--- src/hw/vectored_irq_defines.vh ---
// constants for the vectored interrupt unit
`ifndef VECTORED_IRQ_DEFINES_VH
`define VECTORED_IRQ_DEFINES_VH
// register byte addresses on the wishbone bus (word aligned)
`define ADDR_IRQ_CONTROL_FIRST 4'h0
`define ADDR_IRQ_CONTROL_SECOND 4'h4
`define ADDR_CONTROL_REG_ONE 4'h8
`define ADDR_CORE_STATUS 4'hc
// first control register bits
`define BIT_GLOBAL_EN 0
`define BIT_PIN_EN 1
`define BIT_T0_EN 2
`define BIT_T1_EN 3
`define BIT_PIN_FLAG 4
`define BIT_T0_FLAG 5
`define BIT_T1_FLAG 6
// second control register bits
`define BIT_CONV_EN 0
`define BIT_TB_EN 1
`define BIT_CONV_FLAG 4
`define BIT_TB_FLAG 5
// control register one edge field
`define BIT_EDGE_LOW 6
`define BIT_EDGE_HIGH 7
`define EDGE_OFF 2'h0
`define EDGE_RISE 2'h1
`define EDGE_FALL 2'h2
`define EDGE_BOTH 2'h3
// vectors
`define VEC_PIN 11'h004
`define VEC_T0 11'h008
`define VEC_T1 11'h00c
`define VEC_CONV 11'h010
`define VEC_TB 11'h014
// source indices, priority order
`define SRC_PIN 0
`define SRC_T0 1
`define SRC_T1 2
`define SRC_CONV 3
`define SRC_TB 4
`define NUM_SRC 5
// entry delay in instruction cycles
`define ENTRY_CYCLES 2'h2
`define WAKE_CYCLES 2'h3
`define REG_ZERO 8'h00
`endif

--- src/hw/vectored_interrupt_unit.v ---
// vectored interrupt unit: flags, masks, priority and core entry handshake
// Overview of operation
// - accept pushes return address, loads vector
// - entry clears global enable automatically
// - flags still set while globally disabled
// - full stack blocks acknowledge of requests
// - vector jump after 2 cycles, 3 from sleep
// - requests sampled once per phase two pulse
// - fixed priority: pin 04h, t0 08h, t1 0ch
// - converter 10h fourth, time base 14h
// - external beats simultaneous internal request
// - global enable zero blocks all service
// - pin service needs global and pin enable
// - edge field bits 7:6 select edge
// - pin service clears its flag, global enable
// - qualifying pin edge calls vector 04h
// - pull-high stays on as interrupt input
// - return pops saved counter, resumes
// - flag holds until serviced or cleared
// - any flagged source with its own enable set wakes from sleep
// - timer service clears flag and global enable
// - global bit0, pin enable bit1, flag bit4
//
// Local design decisions: the placing of the registers and the Wishbone register port.
`include "vectored_irq_defines.vh"
module vectored_interrupt_unit #(
    parameter HAS_CONVERTER = 1 // converter source present
) (
    input wire clk_sys, // system clock
    input wire rst_b, // async reset, active low
    // classic wishbone slave
    input wire wb_cyc_i, // cycle
    input wire wb_stb_i, // strobe
    input wire wb_we_i, // write enable
    input wire [3:0] wb_adr_i, // byte address
    input wire [3:0] wb_sel_i, // byte selects
    input wire [31:0] wb_dat_i, // write data
    output reg [31:0] wb_dat_o, // read data
    output wire wb_ack_o, // acknowledge
    // event sources
    input wire port_a_line_three, // shared pin level
    input wire port_a_pull_high_en, // pull-high selection
    output wire port_a_pull_high, // pull-high drive
    input wire timer0_overflow, // overflow pulse
    input wire timer1_overflow, // overflow pulse
    input wire converter_done, // conversion complete pulse
    input wire time_base_overflow, // time base pulse
    // core interface
    input wire phase_two_pulse, // one pulse per instruction cycle
    input wire core_sleeping, // core in sleep mode
    input wire [10:0] next_pc, // address of next instruction
    input wire stack_full, // hardware stack full
    input wire reti_exec, // return-from-interrupt executed
    input wire [10:0] stack_top, // saved counter at top of stack
    output reg wake_req, // wake core from sleep
    output reg stack_push, // push pulse
    output reg [10:0] push_data, // value to push
    output reg pc_load, // load counter pulse
    output reg [10:0] pc_value // value to load
);
    // ------------------------------------------------------------
    // registers
    // ------------------------------------------------------------
    // entry sequence: idle, counting phase pulses, then push and load together
    localparam IDLE = 2'h0;
    localparam WAIT = 2'h1;
    localparam JUMP = 2'h2;
    reg global_irq_enable;
    reg pin_irq_enable;
    reg t0_irq_enable;
    reg t1_irq_enable;
    reg converter_irq_enable;
    reg time_base_irq_enable;
    reg [4:0] flags;
    reg edge_select_low;
    reg edge_select_high;
    reg pin_prev;
    reg ack;
    reg [1:0] state;
    reg [1:0] cycles;
    reg [4:0] held_grant;
    reg [10:0] held_vector;
    wire [4:0] enables;
    wire [4:0] pending;
    wire any;
    wire [4:0] grant;
    wire [10:0] vector;
    wire rise;
    wire fall;
    wire pin_edge;
    wire wr;
    wire [4:0] events;
    reg [4:0] sw_clear;
    wire [4:0] svc_clear;
    wire en_wr;
    wire wr_second;
    wire wr_one;
    // ------------------------------------------------------------
    // wishbone slave: one-wait-state ack, dropped after one cycle
    // ------------------------------------------------------------
    // registered ack: a write lands at the edge that raises ack, and read data
    // is loaded at that same edge so it stands while ack is high
    assign wb_ack_o = ack;
    assign wr = wb_cyc_i & wb_stb_i & wb_we_i & ~ack & wb_sel_i[0];
    always @(posedge clk_sys or negedge rst_b) begin
        if (!rst_b) begin
            ack <= 1'b0;
        end else begin
            ack <= wb_cyc_i & wb_stb_i & ~ack;
        end
    end
    function [7:0] bitval;
        input integer pos;
        input v;
        begin
            bitval = `REG_ZERO;
            bitval[pos] = v;
        end
    endfunction
    // one shared decode so every register sees the same write qualifier
    function reg_hit;
        input [3:0] adr;
        input [3:0] target;
        begin
            reg_hit = (adr == target);
        end
    endfunction
    // unmapped offsets and every bit above the low byte read as zero
    always @(posedge clk_sys or negedge rst_b) begin
        if (!rst_b) begin
            wb_dat_o <= 32'h00000000;
        end else begin
            wb_dat_o <= 32'h00000000;
            case (wb_adr_i)
                `ADDR_IRQ_CONTROL_FIRST: begin
                    wb_dat_o[7:0] <= bitval(`BIT_GLOBAL_EN, global_irq_enable)
                        | bitval(`BIT_PIN_EN, pin_irq_enable)
                        | bitval(`BIT_T0_EN, t0_irq_enable)
                        | bitval(`BIT_T1_EN, t1_irq_enable)
                        | bitval(`BIT_PIN_FLAG, flags[`SRC_PIN])
                        | bitval(`BIT_T0_FLAG, flags[`SRC_T0])
                        | bitval(`BIT_T1_FLAG, flags[`SRC_T1]);
                end
                `ADDR_IRQ_CONTROL_SECOND: begin
                    wb_dat_o[7:0] <= bitval(`BIT_CONV_EN, converter_irq_enable)
                        | bitval(`BIT_TB_EN, time_base_irq_enable)
                        | bitval(`BIT_CONV_FLAG, flags[`SRC_CONV])
                        | bitval(`BIT_TB_FLAG, flags[`SRC_TB]);
                end
                `ADDR_CONTROL_REG_ONE: begin
                    wb_dat_o[7:0] <= bitval(`BIT_EDGE_LOW, edge_select_low)
                        | bitval(`BIT_EDGE_HIGH, edge_select_high);
                end
                `ADDR_CORE_STATUS: begin
                    wb_dat_o[1:0] <= state;
                end
                default: begin
                    wb_dat_o <= 32'h00000000;
                end
            endcase
        end
    end
    // software clears: writing 0 to a flag bit clears it; an event wins
    always @* begin
        sw_clear = 5'h00;
        if (en_wr) begin
            sw_clear[`SRC_PIN] = ~wb_dat_i[`BIT_PIN_FLAG];
            sw_clear[`SRC_T0] = ~wb_dat_i[`BIT_T0_FLAG];
            sw_clear[`SRC_T1] = ~wb_dat_i[`BIT_T1_FLAG];
        end
        if (wr_second) begin
            sw_clear[`SRC_CONV] = ~wb_dat_i[`BIT_CONV_FLAG];
            sw_clear[`SRC_TB] = ~wb_dat_i[`BIT_TB_FLAG];
        end
    end
    assign en_wr = wr && reg_hit(wb_adr_i, `ADDR_IRQ_CONTROL_FIRST);
    assign wr_second = wr && reg_hit(wb_adr_i, `ADDR_IRQ_CONTROL_SECOND);
    assign wr_one = wr && reg_hit(wb_adr_i, `ADDR_CONTROL_REG_ONE);
    // ------------------------------------------------------------
    // pin edge qualifier
    // ------------------------------------------------------------
    assign port_a_pull_high = port_a_pull_high_en;
    // pin_prev resets low, the idle level of the pin, so reset gives no false edge
    assign rise = port_a_line_three & ~pin_prev;
    assign fall = ~port_a_line_three & pin_prev;
    assign pin_edge = (edge_select_low & rise) | (edge_select_high & fall);
    // without a converter its event is masked, and the time base keeps 14h
    assign events = {time_base_overflow, converter_done & (HAS_CONVERTER != 0),
                     timer1_overflow, timer0_overflow, pin_edge};
    // ------------------------------------------------------------
    // enable and flag storage
    // ------------------------------------------------------------
    // service clears only the granted source; the others wait for the next entry
    assign svc_clear = (state == JUMP) ? held_grant : 5'h00;
    always @(posedge clk_sys or negedge rst_b) begin
        if (!rst_b) begin
            global_irq_enable <= 1'b0;
            pin_irq_enable <= 1'b0;
            t0_irq_enable <= 1'b0;
            t1_irq_enable <= 1'b0;
            converter_irq_enable <= 1'b0;
            time_base_irq_enable <= 1'b0;
            edge_select_low <= 1'b0;
            edge_select_high <= 1'b0;
            flags <= 5'h00;
            pin_prev <= 1'b0;
        end else begin
            pin_prev <= port_a_line_three;
            // flags set regardless of enables; set beats any clear
            flags <= events | (flags & ~sw_clear & ~svc_clear);
            // the clear on entry wins over a software write in the same cycle
            if (state == JUMP) begin
                global_irq_enable <= 1'b0;
            end else if (en_wr) begin
                global_irq_enable <= wb_dat_i[`BIT_GLOBAL_EN];
            end
            if (en_wr) begin
                pin_irq_enable <= wb_dat_i[`BIT_PIN_EN];
                t0_irq_enable <= wb_dat_i[`BIT_T0_EN];
                t1_irq_enable <= wb_dat_i[`BIT_T1_EN];
            end
            if (wr_second) begin
                converter_irq_enable <= wb_dat_i[`BIT_CONV_EN] & (HAS_CONVERTER != 0);
                time_base_irq_enable <= wb_dat_i[`BIT_TB_EN];
            end
            if (wr_one) begin
                edge_select_low <= wb_dat_i[`BIT_EDGE_LOW];
                edge_select_high <= wb_dat_i[`BIT_EDGE_HIGH];
            end
        end
    end
    // ------------------------------------------------------------
    // selection and core entry
    // ------------------------------------------------------------
    assign enables = {time_base_irq_enable, converter_irq_enable,
                      t1_irq_enable, t0_irq_enable, pin_irq_enable};
    // a source is pending only with its own enable and the global enable set
    assign pending = flags & enables & {`NUM_SRC{global_irq_enable}};
    irq_priority_pick u_pick (
        .pending(pending),
        .any(any),
        .grant(grant),
        .vector(vector)
    );
    // the winner is latched at the phase pulse; a later higher request waits
    always @(posedge clk_sys or negedge rst_b) begin
        if (!rst_b) begin
            state <= IDLE;
            cycles <= 2'h0;
            held_grant <= 5'h00;
            held_vector <= `VEC_PIN;
            stack_push <= 1'b0;
            push_data <= 11'h000;
            pc_load <= 1'b0;
            pc_value <= 11'h000;
            wake_req <= 1'b0;
        end else begin
            stack_push <= 1'b0;
            pc_load <= 1'b0;
            // wake ignores the global enable so a masked source still ends sleep
            wake_req <= |(flags & enables);
            case (state)
                IDLE: begin
                    // a return is served only in idle; one that arrives mid-entry
                    // is lost, a limit the core must respect
                    if (reti_exec) begin
                        pc_load <= 1'b1;
                        pc_value <= stack_top;
                    end else if (phase_two_pulse && any && !stack_full) begin
                        held_grant <= grant;
                        held_vector <= vector;
                        cycles <= core_sleeping ? `WAKE_CYCLES - 2'h1
                                                : `ENTRY_CYCLES - 2'h1;
                        state <= WAIT;
                    end
                end
                WAIT: begin
                    // count phase pulses, not clocks, so the delay follows the cycle
                    if (phase_two_pulse) begin
                        if (cycles == 2'h1) begin
                            state <= JUMP;
                        end else begin
                            cycles <= cycles - 2'h1;
                        end
                    end
                end
                JUMP: begin
                    // push and load leave on one edge so the core never sees half an entry
                    stack_push <= 1'b1;
                    push_data <= next_pc;
                    pc_load <= 1'b1;
                    pc_value <= held_vector;
                    state <= IDLE;
                end
                default: begin
                    state <= IDLE;
                end
            endcase
        end
    end
endmodule // vectored_interrupt_unit

--- src/hw/irq_priority_pick.v ---
// fixed priority selector: lowest index wins, returns vector and one-hot grant
`include "vectored_irq_defines.vh"
module irq_priority_pick (
    input wire [4:0] pending, // enabled pending requests
    output reg any, // at least one request
    output reg [4:0] grant, // one-hot winner
    output reg [10:0] vector // vector of winner
);
    always @* begin
        any = 1'b1;
        grant = 5'h00;
        vector = `VEC_PIN;
        if (pending[`SRC_PIN]) begin
            grant[`SRC_PIN] = 1'b1;
        end else if (pending[`SRC_T0]) begin
            grant[`SRC_T0] = 1'b1;
            vector = `VEC_T0;
        end else if (pending[`SRC_T1]) begin
            grant[`SRC_T1] = 1'b1;
            vector = `VEC_T1;
        end else if (pending[`SRC_CONV]) begin
            grant[`SRC_CONV] = 1'b1;
            vector = `VEC_CONV;
        end else if (pending[`SRC_TB]) begin
            grant[`SRC_TB] = 1'b1;
            vector = `VEC_TB;
        end else begin
            any = 1'b0;
        end
    end
endmodule // irq_priority_pick

--- config.mk ---
export PLATFORM = sky130hd
export DESIGN_NAME = vectored_interrupt_unit
export DESIGN_NICKNAME = d
export VERILOG_FILES = /design/src/hw/vectored_interrupt_unit.v /design/src/hw/irq_priority_pick.v
export VERILOG_INCLUDE_DIRS = /design/src /design/src/hw
export SDC_FILE = /design/constraint.sdc
export NUM_CORES = 1
export LEC_CHECK = 0
export BUFFER_PORTS_ARGS = -buffer_cell sky130_fd_sc_hd__clkbuf_2
export CAP_MARGIN = 20
export CELL_PAD_IN_SITES_DETAIL_PLACEMENT = 0
export CELL_PAD_IN_SITES_GLOBAL_PLACEMENT = 1
export CORE_MARGIN = 5
export CORE_UTILIZATION = 33
export DETAILED_ROUTE_END_ITERATION = 16
export PLACE_DENSITY_LB_ADDON = 0.1
export SLEW_MARGIN = 15
export SYNTH_ARGS = -nofsm -noshare
export SYNTH_HDL_FRONTEND = slang
export SYNTH_SLANG_ARGS = --single-unit
--- constraint.sdc ---
create_clock -name clk_sys -period 1.6 [get_ports clk_sys]
set_input_delay 0.08 -clock clk_sys [delete_from_list [all_inputs] [get_ports clk_sys]]
set_output_delay 0.08 -clock clk_sys [all_outputs]
set_load 0.02 [all_outputs]
# ---- After elaboration in Yosys (flattened, before gate mapping)
# Cells that the tools add are included.
dict set report word_totals {
  ff_bits 68
  in_bits 77
  output_inout_bits 59
  word_cells 125
}
dict set report op_classes {
  n_addsub 1
  eq_ne 12
  mux 41
  bitwise 34
  n_reduce_logical 16
}
# operator count
set ops {}
lappend ops {{2-to-1 mux 11 bit} 5}
lappend ops {{2-to-1 mux 2 bit} 11}
lappend ops {{one-hot mux 11 bit (2 select lines)} 1}
lappend ops {{AND 5 bit} 4}
lappend ops {{one-hot mux 6 bit (3 select lines)} 1}
lappend ops {{2-to-1 mux 1 bit} 14}
lappend ops {{inequality test 2 bit (second input constant)} 6}
lappend ops {{OR 5 x 6 -> 6 bit} 2}
lappend ops {{2-to-1 mux 5 bit} 2}
lappend ops {{inverter 5 bit} 2}
lappend ops {{AND 1 bit} 9}
lappend ops {{equality test 4 bit (second input constant)} 2}
lappend ops {{OR 7 x 8 -> 8 bit} 1}
lappend ops {{one-hot mux 2 bit (2 select lines)} 2}
lappend ops {{one-hot mux 2 bit (4 select lines)} 1}
lappend ops {{inverter 1 bit} 7}
lappend ops {{OR 6 x 7 -> 7 bit} 1}
lappend ops {{2-to-1 mux 3 bit} 2}
lappend ops {{nonzero test 2 bit} 3}
lappend ops {{logical AND 1 bit} 5}
lappend ops {{OR 2 x 5 -> 5 bit} 1}
lappend ops {{OR 4 x 5 -> 5 bit} 1}
lappend ops {{OR 5 bit} 1}
lappend ops {{AND reduction 5 bit} 1}
lappend ops {{other kinds (17)} 19}

# ---- Longest topological paths before layout
# Gate-level depths: netlist (run 1).
dict set report depth {
  depth_word 12
  mapped_depth 6
  depth_no_buf 6
}

# ---- By module
# Synthesis (run 1) repeated with hierarchy kept, for this count alone.
dict set report hier_totals {
  cells_unflattened 289
  hier_area_um2 3189.3
}
# mod instances cells_per_inst area_per_inst_um2 seq_area_each_um2
set by_module_without_submodules {}
lappend by_module_without_submodules {vectored_interrupt_unit 1 267 3044.2 1702.9}
lappend by_module_without_submodules {irq_priority_pick 1 22 145.1 0.0}

# ---- Worst setup path after synthesis (run 1)
# Ideal clock, no wire load.
dict set report synth_path {
  path_kind {register -> register}
  startpoint {register ack (netlist: wb_ack_o)}
  endpoint {register edge_select_high}
  setup_ns 0.125
  t_arrival_ns 1.373
  required_time_ns 1.475
  path_slack_ns 0.102
  stages_incl_launch_ff 6
  path_buffers 1
  cell_sequence {dfrtp_1 -> and3b_1 -> clkbuf_1 -> nand3_1 -> nor2_1 -> mux2_2}
}
dict set report synth_via {
  elab_chain_len 4
}
# element line
set synth_rtl {}
lappend synth_rtl {{from (decl)} vectored_interrupt_unit.v:78} ;# reg ack;
lappend synth_rtl {{from (signal assigned)} vectored_interrupt_unit.v:109} ;# ack <= wb_cyc_i & wb_stb_i & ~ack;
lappend synth_rtl {{inverter 1 bit} vectored_interrupt_unit.v:104} ;# assign wr = wb_cyc_i & wb_stb_i & wb_we_i & ~ack & wb_sel_i[0];
lappend synth_rtl {{AND 1 bit (2 in series)} vectored_interrupt_unit.v:104}
lappend synth_rtl {{logical AND 1 bit} vectored_interrupt_unit.v:178} ;# assign wr_one = wr && reg_hit(wb_adr_i, `ADDR_CONTROL_REG_ONE);
lappend synth_rtl {{to (signal assigned)} vectored_interrupt_unit.v:228} ;# edge_select_high <= wb_dat_i[`BIT_EDGE_HIGH];
lappend synth_rtl {{to (decl)} vectored_interrupt_unit.v:76} ;# reg edge_select_high;
# No other way between the ends.
# A chain may end at the register's enable or synchronous reset.

# ---- Final worst setup path (run 1)
dict set report layout_path {
  startpoint {register converter_irq_enable}
  endpoint {register held_grant[3]}
}
dict set report layout_via {
  elab_chain_len 9
  word_cells_on_any_way 13
  cone_classes {mux: 8; bitwise: 2; reduce/logical: 3}
}
# element line
set layout_rtl {}
lappend layout_rtl {{from (decl)} vectored_interrupt_unit.v:72} ;# reg converter_irq_enable;
lappend layout_rtl {{from (signal assigned)} vectored_interrupt_unit.v:223} ;# converter_irq_enable <= wb_dat_i[`BIT_CONV_EN] & (HAS_CONVERTER != 0);
lappend layout_rtl {{AND 5 bit * (2 in series)} vectored_interrupt_unit.v:238} ;# assign pending = flags & enables & {`NUM_SRC{global_irq_enable}};
lappend layout_rtl {{2-to-1 mux 1 bit} irq_priority_pick.v:21} ;# end else if (pending[`SRC_CONV]) begin
lappend layout_rtl {{2-to-1 mux 1 bit} irq_priority_pick.v:18} ;# end else if (pending[`SRC_T1]) begin
lappend layout_rtl {{2-to-1 mux 1 bit} irq_priority_pick.v:15} ;# end else if (pending[`SRC_T0]) begin
lappend layout_rtl {{2-to-1 mux 1 bit} irq_priority_pick.v:13} ;# if (pending[`SRC_PIN]) begin
lappend layout_rtl {{logical AND 1 bit (2 in series)} vectored_interrupt_unit.v:269} ;# end else if (phase_two_pulse && any && !stack_full) begin
lappend layout_rtl {{AND reduction 3 bit (no source line)} --}
lappend layout_rtl {{to (signal assigned)} vectored_interrupt_unit.v:270} ;# held_grant <= grant;
lappend layout_rtl {{to (decl)} vectored_interrupt_unit.v:81} ;# reg [4:0] held_grant;
# Mark *: on every way between the ends. The rest lies on a longest branch, timed or not.

==> results.sh, run 1 <==
export IMPL_io_pins=136
export IMPL_dp_hpwl_um=4920
export IMPL_seq_area_mm2=0.00150
export IMPL_critPathMaxFanout=8
export IMPL_grt_setup_unrepaired="yes"
export IMPL_cts_buffer_depth=2
export IMPL_slowest_stage="a2111o_2"
export IMPL_grt_pass1_wl_um=11000
export IMPL_die_area_mm2=0.0102
export IMPL_ir_drop_mv=0.372
export IMPL_cpMostUsedCell="buf_4"
export IMPL_fmax_mhz=634
export IMPL_synth_edff_count=0
export IMPL_vias_per_cell=4.45
export IMPL_cpPeakStageDelay_ps=500
export IMPL_yosysMostFrequentCell="nand2_1"
export IMPL_synth_seq_cells=60
export IMPL_cap_viol_max_count=0
export IMPL_period_share_pct=98.6
export IMPL_yosys_top_cells_count="74 x nand2_1, 59 x dfrtp_1, 25 x buf_4"
export IMPL_grt_max_degree=61
export IMPL_syn_area_mm2=0.00273
export IMPL_ys_seq_area_share_pct=55.0
export IMPL_period_needed_ps=1580
export IMPL_leakage_nw=1.94
export IMPL_first_pass_iters=4
export IMPL_gp_congestion=0.739
export IMPL_hold_viol_final=0
export IMPL_fin_nets=487
export IMPL_critPathArrivalTime_ps=1790
export IMPL_gr_total_overflow=0
export IMPL_start_util_pct=33.6
export IMPL_hold_worst_slack_ps=16.2
export IMPL_endpoint_kind="flop"
export IMPL_cts_sinks=60
export IMPL_initialDrtViolationCount=65
export IMPL_fin_skew_ps=3.87
export IMPL_diodes=0
export IMPL_drcViolationCount=0
export IMPL_crit_required_ps=1810
export IMPL_num_rows=33
export IMPL_coreArea_mm2=0.00813
export IMPL_fin_tns_setup_ps=0
export IMPL_grt_pass1_vias=2317
export IMPL_ys_async_sr_fraction_pct=100
export IMPL_die_y_um=101
export IMPL_synth_distinct_cells=44
export IMPL_drive_above_1_share_pct=33.7
export IMPL_wire_per_inst_um=12.9
export IMPL_wirelength_um=6660
export IMPL_setup_viol=0
export IMPL_cp_start_kind="flop"
export IMPL_power_density_mw_per_mm2=951
export IMPL_multiInputGateArea_mm2=0.00109
export IMPL_synth_top_area_share_pct=54.0
export IMPL_cts_root_buf="clkbuf_8"
export IMPL_hold_class="in -> reg"
export IMPL_vias=2299
export IMPL_crit_type="reg -> reg"
export IMPL_htreeDepth=3
export IMPL_power_total_mw=3.65
export IMPL_syn2layout_area_growth_pct=40.5
export IMPL_detail_route_antenna_nets=0
export IMPL_syn_inst=271
export IMPL_dieWidth_um=101
export IMPL_clk_pin_slew_worst_paths_ps=60
export IMPL_ys_flop_type="dfrtp_1"
export IMPL_status="finished, final reports clean"
export IMPL_synth_warnings=0
export IMPL_avgSynthCellArea_um2=10.1
export IMPL_nFillCells=806
export IMPL_io_buffer_count=82
export IMPL_cts_buffers=9
export IMPL_path_cells="a222oi_1 > buf_4 > a2111o_2 > buf_4 > nand2_1 > o21ai_0"
export IMPL_slew_violations=0
export IMPL_antenna_found_initial=0
export IMPL_worstSkewPairLatency_ps=330
export IMPL_cts_tree="done"
export IMPL_synth_top_cells_by_area="dfrtp_1 54%, nand2_1 10%, buf_4 6.9%, mux2i_1 3.3%, mux2_2 3.3%"
export IMPL_grtUsageTotal_pct=13.9
export IMPL_fin_util_pct=47.2
export IMPL_yosysTopAreaCell="dfrtp_1"
-- timing repair --
item / CTS / global route
endpoints found under the setup margin: 8 / 10
pin swaps: 3 / 2
hold buffers: 29 / 0
hold endpoints to repair: 87 / 0
setup buffers: 1 / 1
gates resized for setup: 1 / 0
-- area by class of cell --
| cell class | count | area share (%) |
|---|---|---|
| sequential | 60 | 39.1 |
| multi-input combinational | 197 | 28.3 |
| timing repair buffer | 139 | 24.4 |
| clock buffer | 12 | 4.30 |
| tap | 105 | 3.42 |
| clock inverter | 2 | 0.261 |
| inverter | 2 | 0.196 |
-- critical path, delay by kind of cell, from the launching register on --
family,cells,cell delay [ps]
buffers and inverters,2,350
DFF,1,360
AOI/OAI and AO/OA,3,670
and+or+nand+nor,1,60
-- cell families after synthesis --
kind of cell / share of synthesized area (%)
mux: 6.59
compound gates: 8.65
simple gates: 20.5
fa+ha+maj: 0.458
flops: 55.0
other cells: 0.137
buf+inv: 8.70
-- where the power goes --
part	switching, mW	internal (mW)	leakage (nW)	total (mW)
Sequential	0.0645	1.64	0.719	1.71
Clock	0.556	0.666	0.0941	1.22
Combinational	0.398	0.325	1.13	0.723
Total	1.02	2.63	1.94	3.65
-- sequential cells by signal, summed over array words and instances (netlist names), 2 cells and up --
| name | cells |
|---|---|
| pc_value | 11 |
| state | 2 |
| held_vector | 3 |
| wb_dat_o | 8 |
| push_data | 11 |
| cycles | 2 |
| flags | 5 |
| held_grant | 5 |
-- metal layers --
metal	GRT usage, %	vias up	wire [um]
met5	0	-	0
met4	5.32	0	80
li1	-	1142	-
met2	21.9	77	2990
met1	18.1	1074	3080
met3	4.15	6	509
-- placed cells by master, fill, tap and decap left out, types with 2 or more instances in the layout --
master and instances:
o21ai_0 16, clkinv_2 2, nand2_1 74, a31oi_1 2, nand3_1 3, buf_4 26, dlygate4sd3_1 29, conb_1 24
mux2_2 7, nor4_1 3, nand3b_1 2, nand2b_1 7, mux2i_1 9, clkbuf_8 12, o211ai_1 6, dfrtp_1 59
and2_1 3, a21oi_1 2, nor4b_1 2, nor2b_1 2, o21ai_1 2, buf_12 2, nor2_1 8, clkbuf_2 82
nor3_1 5
-- metrics by stage --
| stage | instance area, um^2 | std cells | setup WS [ps] |
|---|---|---|---|
| 6_report | 3840 | 517 | 22.9 |
| 5_1_grt | 3840 | 517 | -162 |
| 4_1_cts | 3830 | 516 | 15.9 |
| 3_5_place_dp | 3360 | 472 | -10.4 |
| 3_3_place_gp | 3360 | 472 | -2.79 |
| 2_1_floorplan | 2820 | 294 | 102 |
-- final timing paths --
| path | slack, ps | cells past startpoint | to | startpoint |
|---|---|---|---|---|
| setup / recovery | 20 | 6 | held_grant[3]$_DFFE_PN0P_ | converter_irq_enable$_DFFE_PN0N_ |
| hold / removal | 20 | 2 | time_base_irq_enable$_DFFE_PN0N_ | wb_dat_i[1] |
| setup reg to reg | 20 | 6 | held_grant[3]$_DFFE_PN0P_ | converter_irq_enable$_DFFE_PN0N_ |
| hold reg to reg | 470 | 2 | push_data[0]$_DFFE_PN0P_ | push_data[0]$_DFFE_PN0P_ |
| max in group asynchronous | 990 | 3 | held_vector[2]$_DFFE_PN1P_ | rst_b |
| min in group asynchronous | 270 | 3 | wb_dat_o[7]$_DFF_PN0_ | rst_b |
No activity file was read; power rests on OpenSTA's default activity.
==> run 2: changes to the inputs <==
--- a/config.mk
+++ b/config.mk
@@ -13,6 +13,7 @@
 export CORE_MARGIN = 5
 export CORE_UTILIZATION = 33
 export DETAILED_ROUTE_END_ITERATION = 16
+export MAX_ROUTING_LAYER = met4
 export PLACE_DENSITY_LB_ADDON = 0.1
 export SLEW_MARGIN = 15
 export SYNTH_ARGS = -nofsm -noshare
==> constraint.sdc (replaced) <==
create_clock -name clk_sys -period 1.65 [get_ports clk_sys]
set_input_delay 0.0825 -clock clk_sys [delete_from_list [all_inputs] [get_ports clk_sys]]
set_output_delay 0.0825 -clock clk_sys [all_outputs]
set_load 0.02 [all_outputs]
==> run 2 against run 1 <==
Core utilization rose by 1.3 points. Worst setup slack gained 59 ps. Largest cell class unchanged. Critical path type is now in -> reg. Wire length rose by 4.4%. Total power is 9.7% higher. Worst hold slack got worse by 1.1 ps. Critical path depth unchanged.
==> results.sh, run 2 (same netlist as run 1, synthesis figures left out) <==
export IMPL_slew_violations=0
export IMPL_initialDrtViolationCount=61
export IMPL_cts_buffer_depth=2
export IMPL_setup_viol=0
export IMPL_endpoint_kind="flop"
export IMPL_gr_total_overflow=0
export IMPL_grt_pass1_wl_um=10800
export IMPL_dieWidth_um=101
export IMPL_placed_cell_area_mm2=0.00334
export IMPL_num_rows=33
export IMPL_fmax_mhz=638
export IMPL_hp_start="wb_dat_i[1]"
export IMPL_layout_common_cells="81 x clkbuf_2, 74 x nand2_1, 59 x dfrtp_1"
export IMPL_vias_per_cell=4.43
export IMPL_hold_viol_final=0
export IMPL_power_density_mw_per_mm2=1010
export IMPL_critPathArrivalTime_ps=1780
export IMPL_cts_sinks=60
export IMPL_start_util_pct=33.6
export IMPL_worst_slew_pin_slew_ps=596
export IMPL_hold_class="in -> reg"
export IMPL_fin_tns_setup_ps=0
export IMPL_wirelength_um=6950
export IMPL_die_area_mm2=0.0102
export IMPL_r2r_slack_ps=120
export IMPL_dp_cells=471
export IMPL_status="finished, final reports clean"
export IMPL_period_share_pct=95.0
export IMPL_crit_type="in -> reg"
export IMPL_r2r_end="held_grant[4]$_DFFE_PN0P_"
export IMPL_regToRegStartpoint="flags[3]$_DFF_PN0_"
export IMPL_hold_end="time_base_irq_enable$_DFFE_PN0N_"
export IMPL_grtUsageTotal_pct=14.2
export IMPL_leakage_nw=1.98
export IMPL_io_buffer_count=82
export IMPL_power_total_mw=4.00
export IMPL_htreeDepth=3
export IMPL_vias=2313
export IMPL_cts_root_buf="clkbuf_8"
export IMPL_syn2layout_area_growth_pct=44.4
export IMPL_crit_required_ps=1860
export IMPL_ff2ff_path_depth=6
export IMPL_clk_pin_slew_worst_paths_ps=70
export IMPL_worstSkewPairLatency_ps=330
export IMPL_dp_hpwl_um=5140
export IMPL_diodes=0
export IMPL_relSlewSlack_pct=60.3
export IMPL_final_common_cell="clkbuf_2"
export IMPL_ir_drop_mv=0.424
export IMPL_gp_congestion=0.751
export IMPL_fin_nets=490
export IMPL_period_needed_ps=1570
export IMPL_coreArea_mm2=0.00813
export IMPL_grt_max_degree=24
export IMPL_grt_setup_unrepaired="no"
export IMPL_die_y_um=101
export IMPL_detail_route_antenna_nets=0
export IMPL_grt_pass1_vias=2290
export IMPL_reg_largest_list="pc_value x11, push_data x11, wb_dat_o x8"
export IMPL_cap_viol_max_count=0
export IMPL_hold_depth=2
export IMPL_fin_skew_ps=8.65
export IMPL_antenna_found_initial=0
export IMPL_cts_tree="done"
export IMPL_cp_start_kind="primary input"
export IMPL_finalNonFillerCells=522
export IMPL_critPathMaxFanout=7
export IMPL_drcViolationCount=0
export IMPL_first_pass_iters=4
export IMPL_fin_util_pct=48.5
export IMPL_io_pins=136
export IMPL_cts_buffers=9
export IMPL_drive_above_1_share_pct=34.1
export IMPL_fin_area_mm2=0.00395
export IMPL_wire_per_inst_um=13.3
## run 2: stage by stage
stage	hold slack (ps)	setup WS, ps
finish	15.2	82.2
global route	4.56	20.3
CTS	2.92	22.2
detailed placement	126	46.5
global placement	129	73.4
floorplan	-213	152
## run 2: cell type report
type                       instances  area, um^2
fill                             802        4190
tap                              105         131
clock inverter                     4        95.1
multi-input combinational        198        1110
clock buffer                      12         155
inverter                           2        7.51
sequential                        60        1500
timing repair buffer             141         943
## run 2: report_power, final
| part | leakage, nW | switching (mW) | internal (mW) |
|---|---|---|---|
| combinational | 1.13 | 0.397 | 0.313 |
| clock | 0.127 | 0.555 | 1.08 |
| sequential | 0.719 | 0.0622 | 1.59 |
## run 2: worst max path at each step
| stage | startpoint | endpoint | slack (ps) | cells past startpoint |
|---|---|---|---|---|
| global route | wb_adr_i[0] | flags[1]$_DFF_PN0_ | 20 | 7 |
| finish | wb_adr_i[0] | t0_irq_enable$_DFFE_PN0N_ | 80 | 6 |
| CTS | wb_adr_i[0] | t0_irq_enable$_DFFE_PN0N_ | 20 | 7 |
| floorplan | wb_ack_o$_DFF_PN0_ | edge_select_high$_DFFE_PN0P_ | 150 | 5 |
| detailed placement | flags[0]$_DFF_PN0_ | held_vector[2]$_DFFE_PN1P_ | 50 | 3 |
| global placement | flags[0]$_DFF_PN0_ | held_vector[2]$_DFFE_PN1P_ | 70 | 3 |
## run 2: critical path, cell delays in order
cell and delay, ps:
dlygate4sd3_1 650, nor4_4 290, buf_4 170, nand4_2 120
buf_4 190, mux2_2 270
## run 2: metal layers
layer  global-route usage, %  part of all wire, %  routed length (um)  vias to the layer above
li1                        -                    -                   -                     1154
met1                    18.0                   47                3240                     1081
met2                    22.1                   46                3190                       72
met3                    3.53                  6.4                 448                        6
met4                    4.81                 0.95                  66                        0
met5                       -                    0                   0                        -
## run 2: repair_timing
item / CTS / global route
hold buffers: 30 / 0
setup endpoints to repair: 0 / 15
setup buffers: 0 / 5
endpoints found under the hold margin: 47 / 0
gates resized for setup: 0 / 2
==> run 3: changes to the inputs <==
--- a/config.mk
+++ b/config.mk
@@ -15,6 +15,7 @@
 export DETAILED_ROUTE_END_ITERATION = 16
 export MAX_ROUTING_LAYER = met4
 export PLACE_DENSITY_LB_ADDON = 0.1
+export RECOVER_POWER = 50
 export SLEW_MARGIN = 15
 export SYNTH_ARGS = -nofsm -noshare
 export SYNTH_HDL_FRONTEND = slang
==> run 3 against run 2 <==
Die area stayed put. Wire length rose by 0.60%. Via count is essentially flat. Global-route usage unchanged. Final area down 1.4%. Critical endpoint unchanged. Largest cell class unchanged.
==> results.sh, run 3 (same netlist as run 1, synthesis figures left out) <==
export IMPL_status="finished, final reports clean"
export IMPL_grt_setup_unrepaired="no"
export IMPL_endpoint_kind="flop"
export IMPL_finalNonFillerCells=522
export IMPL_vias_per_cell=4.43
export IMPL_cts_buffer_depth=2
export IMPL_grt_max_degree=24
export IMPL_cts_buffers=9
export IMPL_clk_pin_slew_worst_paths_ps=70
export IMPL_power_density_mw_per_mm2=1020
export IMPL_vias=2312
export IMPL_hold_class="in -> reg"
export IMPL_crit_type="in -> reg"
export IMPL_dp_hpwl_um=5140
export IMPL_leakage_nw=1.89
export IMPL_crit_required_ps=1860
export IMPL_num_rows=33
export IMPL_start_util_pct=33.6
export IMPL_slew_violations=0
export IMPL_nFillCells=818
export IMPL_hold_depth=2
export IMPL_cts_tree="done"
export IMPL_cap_viol_max_count=0
export IMPL_initialDrtViolationCount=78
export IMPL_grtUsageTotal_pct=14.2
export IMPL_setup_viol=0
export IMPL_grt_pass1_vias=2290
export IMPL_first_pass_iters=4
export IMPL_globalRouteMet1Util_pct=18.0
export IMPL_critPathMaxFanout=7
export IMPL_drcViolationCount=0
export IMPL_wirelength_um=6990
export IMPL_die_area_mm2=0.0102
export IMPL_final_common_cell="nand2_1"
export IMPL_cts_root_buf="clkbuf_8"
export IMPL_fmax_mhz=638
export IMPL_cts_sinks=60
export IMPL_syn2layout_area_growth_pct=42.4
export IMPL_preCtsSetupSlack_ps=46.5
export IMPL_relSlewSlack_pct=60.7
export IMPL_ff2ff_path_depth=6
export IMPL_period_needed_ps=1570
export IMPL_io_buffer_count=82
export IMPL_detail_route_antenna_nets=0
export IMPL_gp_congestion=0.751
export IMPL_met3_usage_pct=3.53
export IMPL_fin_tns_setup_ps=0
export IMPL_worst_slew_pin_slew_ps=590
export IMPL_cp_start_kind="primary input"
export IMPL_worstSkewPairLatency_ps=330
export IMPL_hold_worst_slack_ps=15.1
export IMPL_critPathArrivalTime_ps=1780
export IMPL_grt_pass1_wl_um=10800
export IMPL_die_y_um=101
export IMPL_dieWidth_um=101
export IMPL_setup_ws_ps=81.6
export IMPL_antenna_found_initial=0
export IMPL_power_total_mw=3.98
export IMPL_period_share_pct=95.1
export IMPL_io_pins=136
export IMPL_htreeDepth=3
export IMPL_coreArea_mm2=0.00813
export IMPL_fin_skew_ps=8.88
export IMPL_gr_total_overflow=0
export IMPL_grt_met2_usage_pct=22.1
export IMPL_layout_common_cells="74 x nand2_1, 59 x dfrtp_1, 56 x clkbuf_2"
export IMPL_diodes=0
export IMPL_wire_per_inst_um=13.4
export IMPL_fin_nets=490
export IMPL_drive_above_1_share_pct=27.3
export IMPL_ir_drop_mv=0.424
export IMPL_dp_cells=471
export IMPL_hold_viol_final=0
export IMPL_grt_busiest_layer="met2"
export IMPL_reg_largest_list="pc_value x11, push_data x11, wb_dat_o x8"
run 3: worst paths after layout:
| check | from | to | slack, ps |
|---|---|---|---|
| max in group asynchronous | rst_b | held_grant[4]$_DFFE_PN0P_ | 400 |
| worst min-delay path | wb_dat_i[1] | time_base_irq_enable$_DFFE_PN0N_ | 20 |
| worst max-delay path | wb_adr_i[0] | t0_irq_enable$_DFFE_PN0N_ | 80 |
| worst min register to register | push_data[3]$_DFFE_PN0P_ | push_data[3]$_DFFE_PN0P_ | 470 |
| min in group asynchronous | rst_b | pc_value[3]$_DFFE_PN0P_ | 280 |
| worst max register to register | flags[3]$_DFF_PN0_ | held_grant[4]$_DFFE_PN0P_ | 120 |
run 3: final cells by class:
cell class / instances / area [um^2] / share of cell area (%)
clock buffers: 12 / 155 / 3.99
clock inverters: 4 / 95.1 / 2.44
inverters: 2 / 7.51 / 0.193
multi-input cells: 198 / 1110 / 28.5
flip-flops and latches: 60 / 1500 / 38.6
well taps: 105 / 131 / 3.38
repair buffers: 141 / 888 / 22.8
run 3: power by group:
| part | switching [mW] | leakage [nW] | total (mW) | internal, mW |
|---|---|---|---|---|
| logic | 0.397 | 1.04 | 0.693 | 0.296 |
| registers | 0.0622 | 0.719 | 1.65 | 1.59 |
| clock network | 0.555 | 0.127 | 1.64 | 1.08 |
run 3: through the flow:
step           util [%]  area [um^2]
4_1_cts            47.8         3890
3_3_place_gp       41.0         3340
2_1_floorplan         -         2820
6_report           47.8         3890
3_5_place_dp       41.0         3340
5_1_grt            47.8         3890
run 3: what timing repair did:
action / CTS / global route
gates resized for setup: 0 / 2
endpoints found under the setup margin: 0 / 15
setup buffers: 0 / 5
hold buffers: 30 / 0
hold endpoints to repair: 47 / 0
run 3: layer usage:
layer / wire length [um] / vias up
li1: - / 1153
met1: 3250 / 1078
met2: 3210 / 75
met3: 465 / 6
met4: 66 / 0
met5: 0 / -
run 3: critical path, cell delays in order:
cell	delay, ps
dlygate4sd3_1	650
nor4_4	290
buf_4	170
nand4_2	120
buf_4	190
mux2_2	270
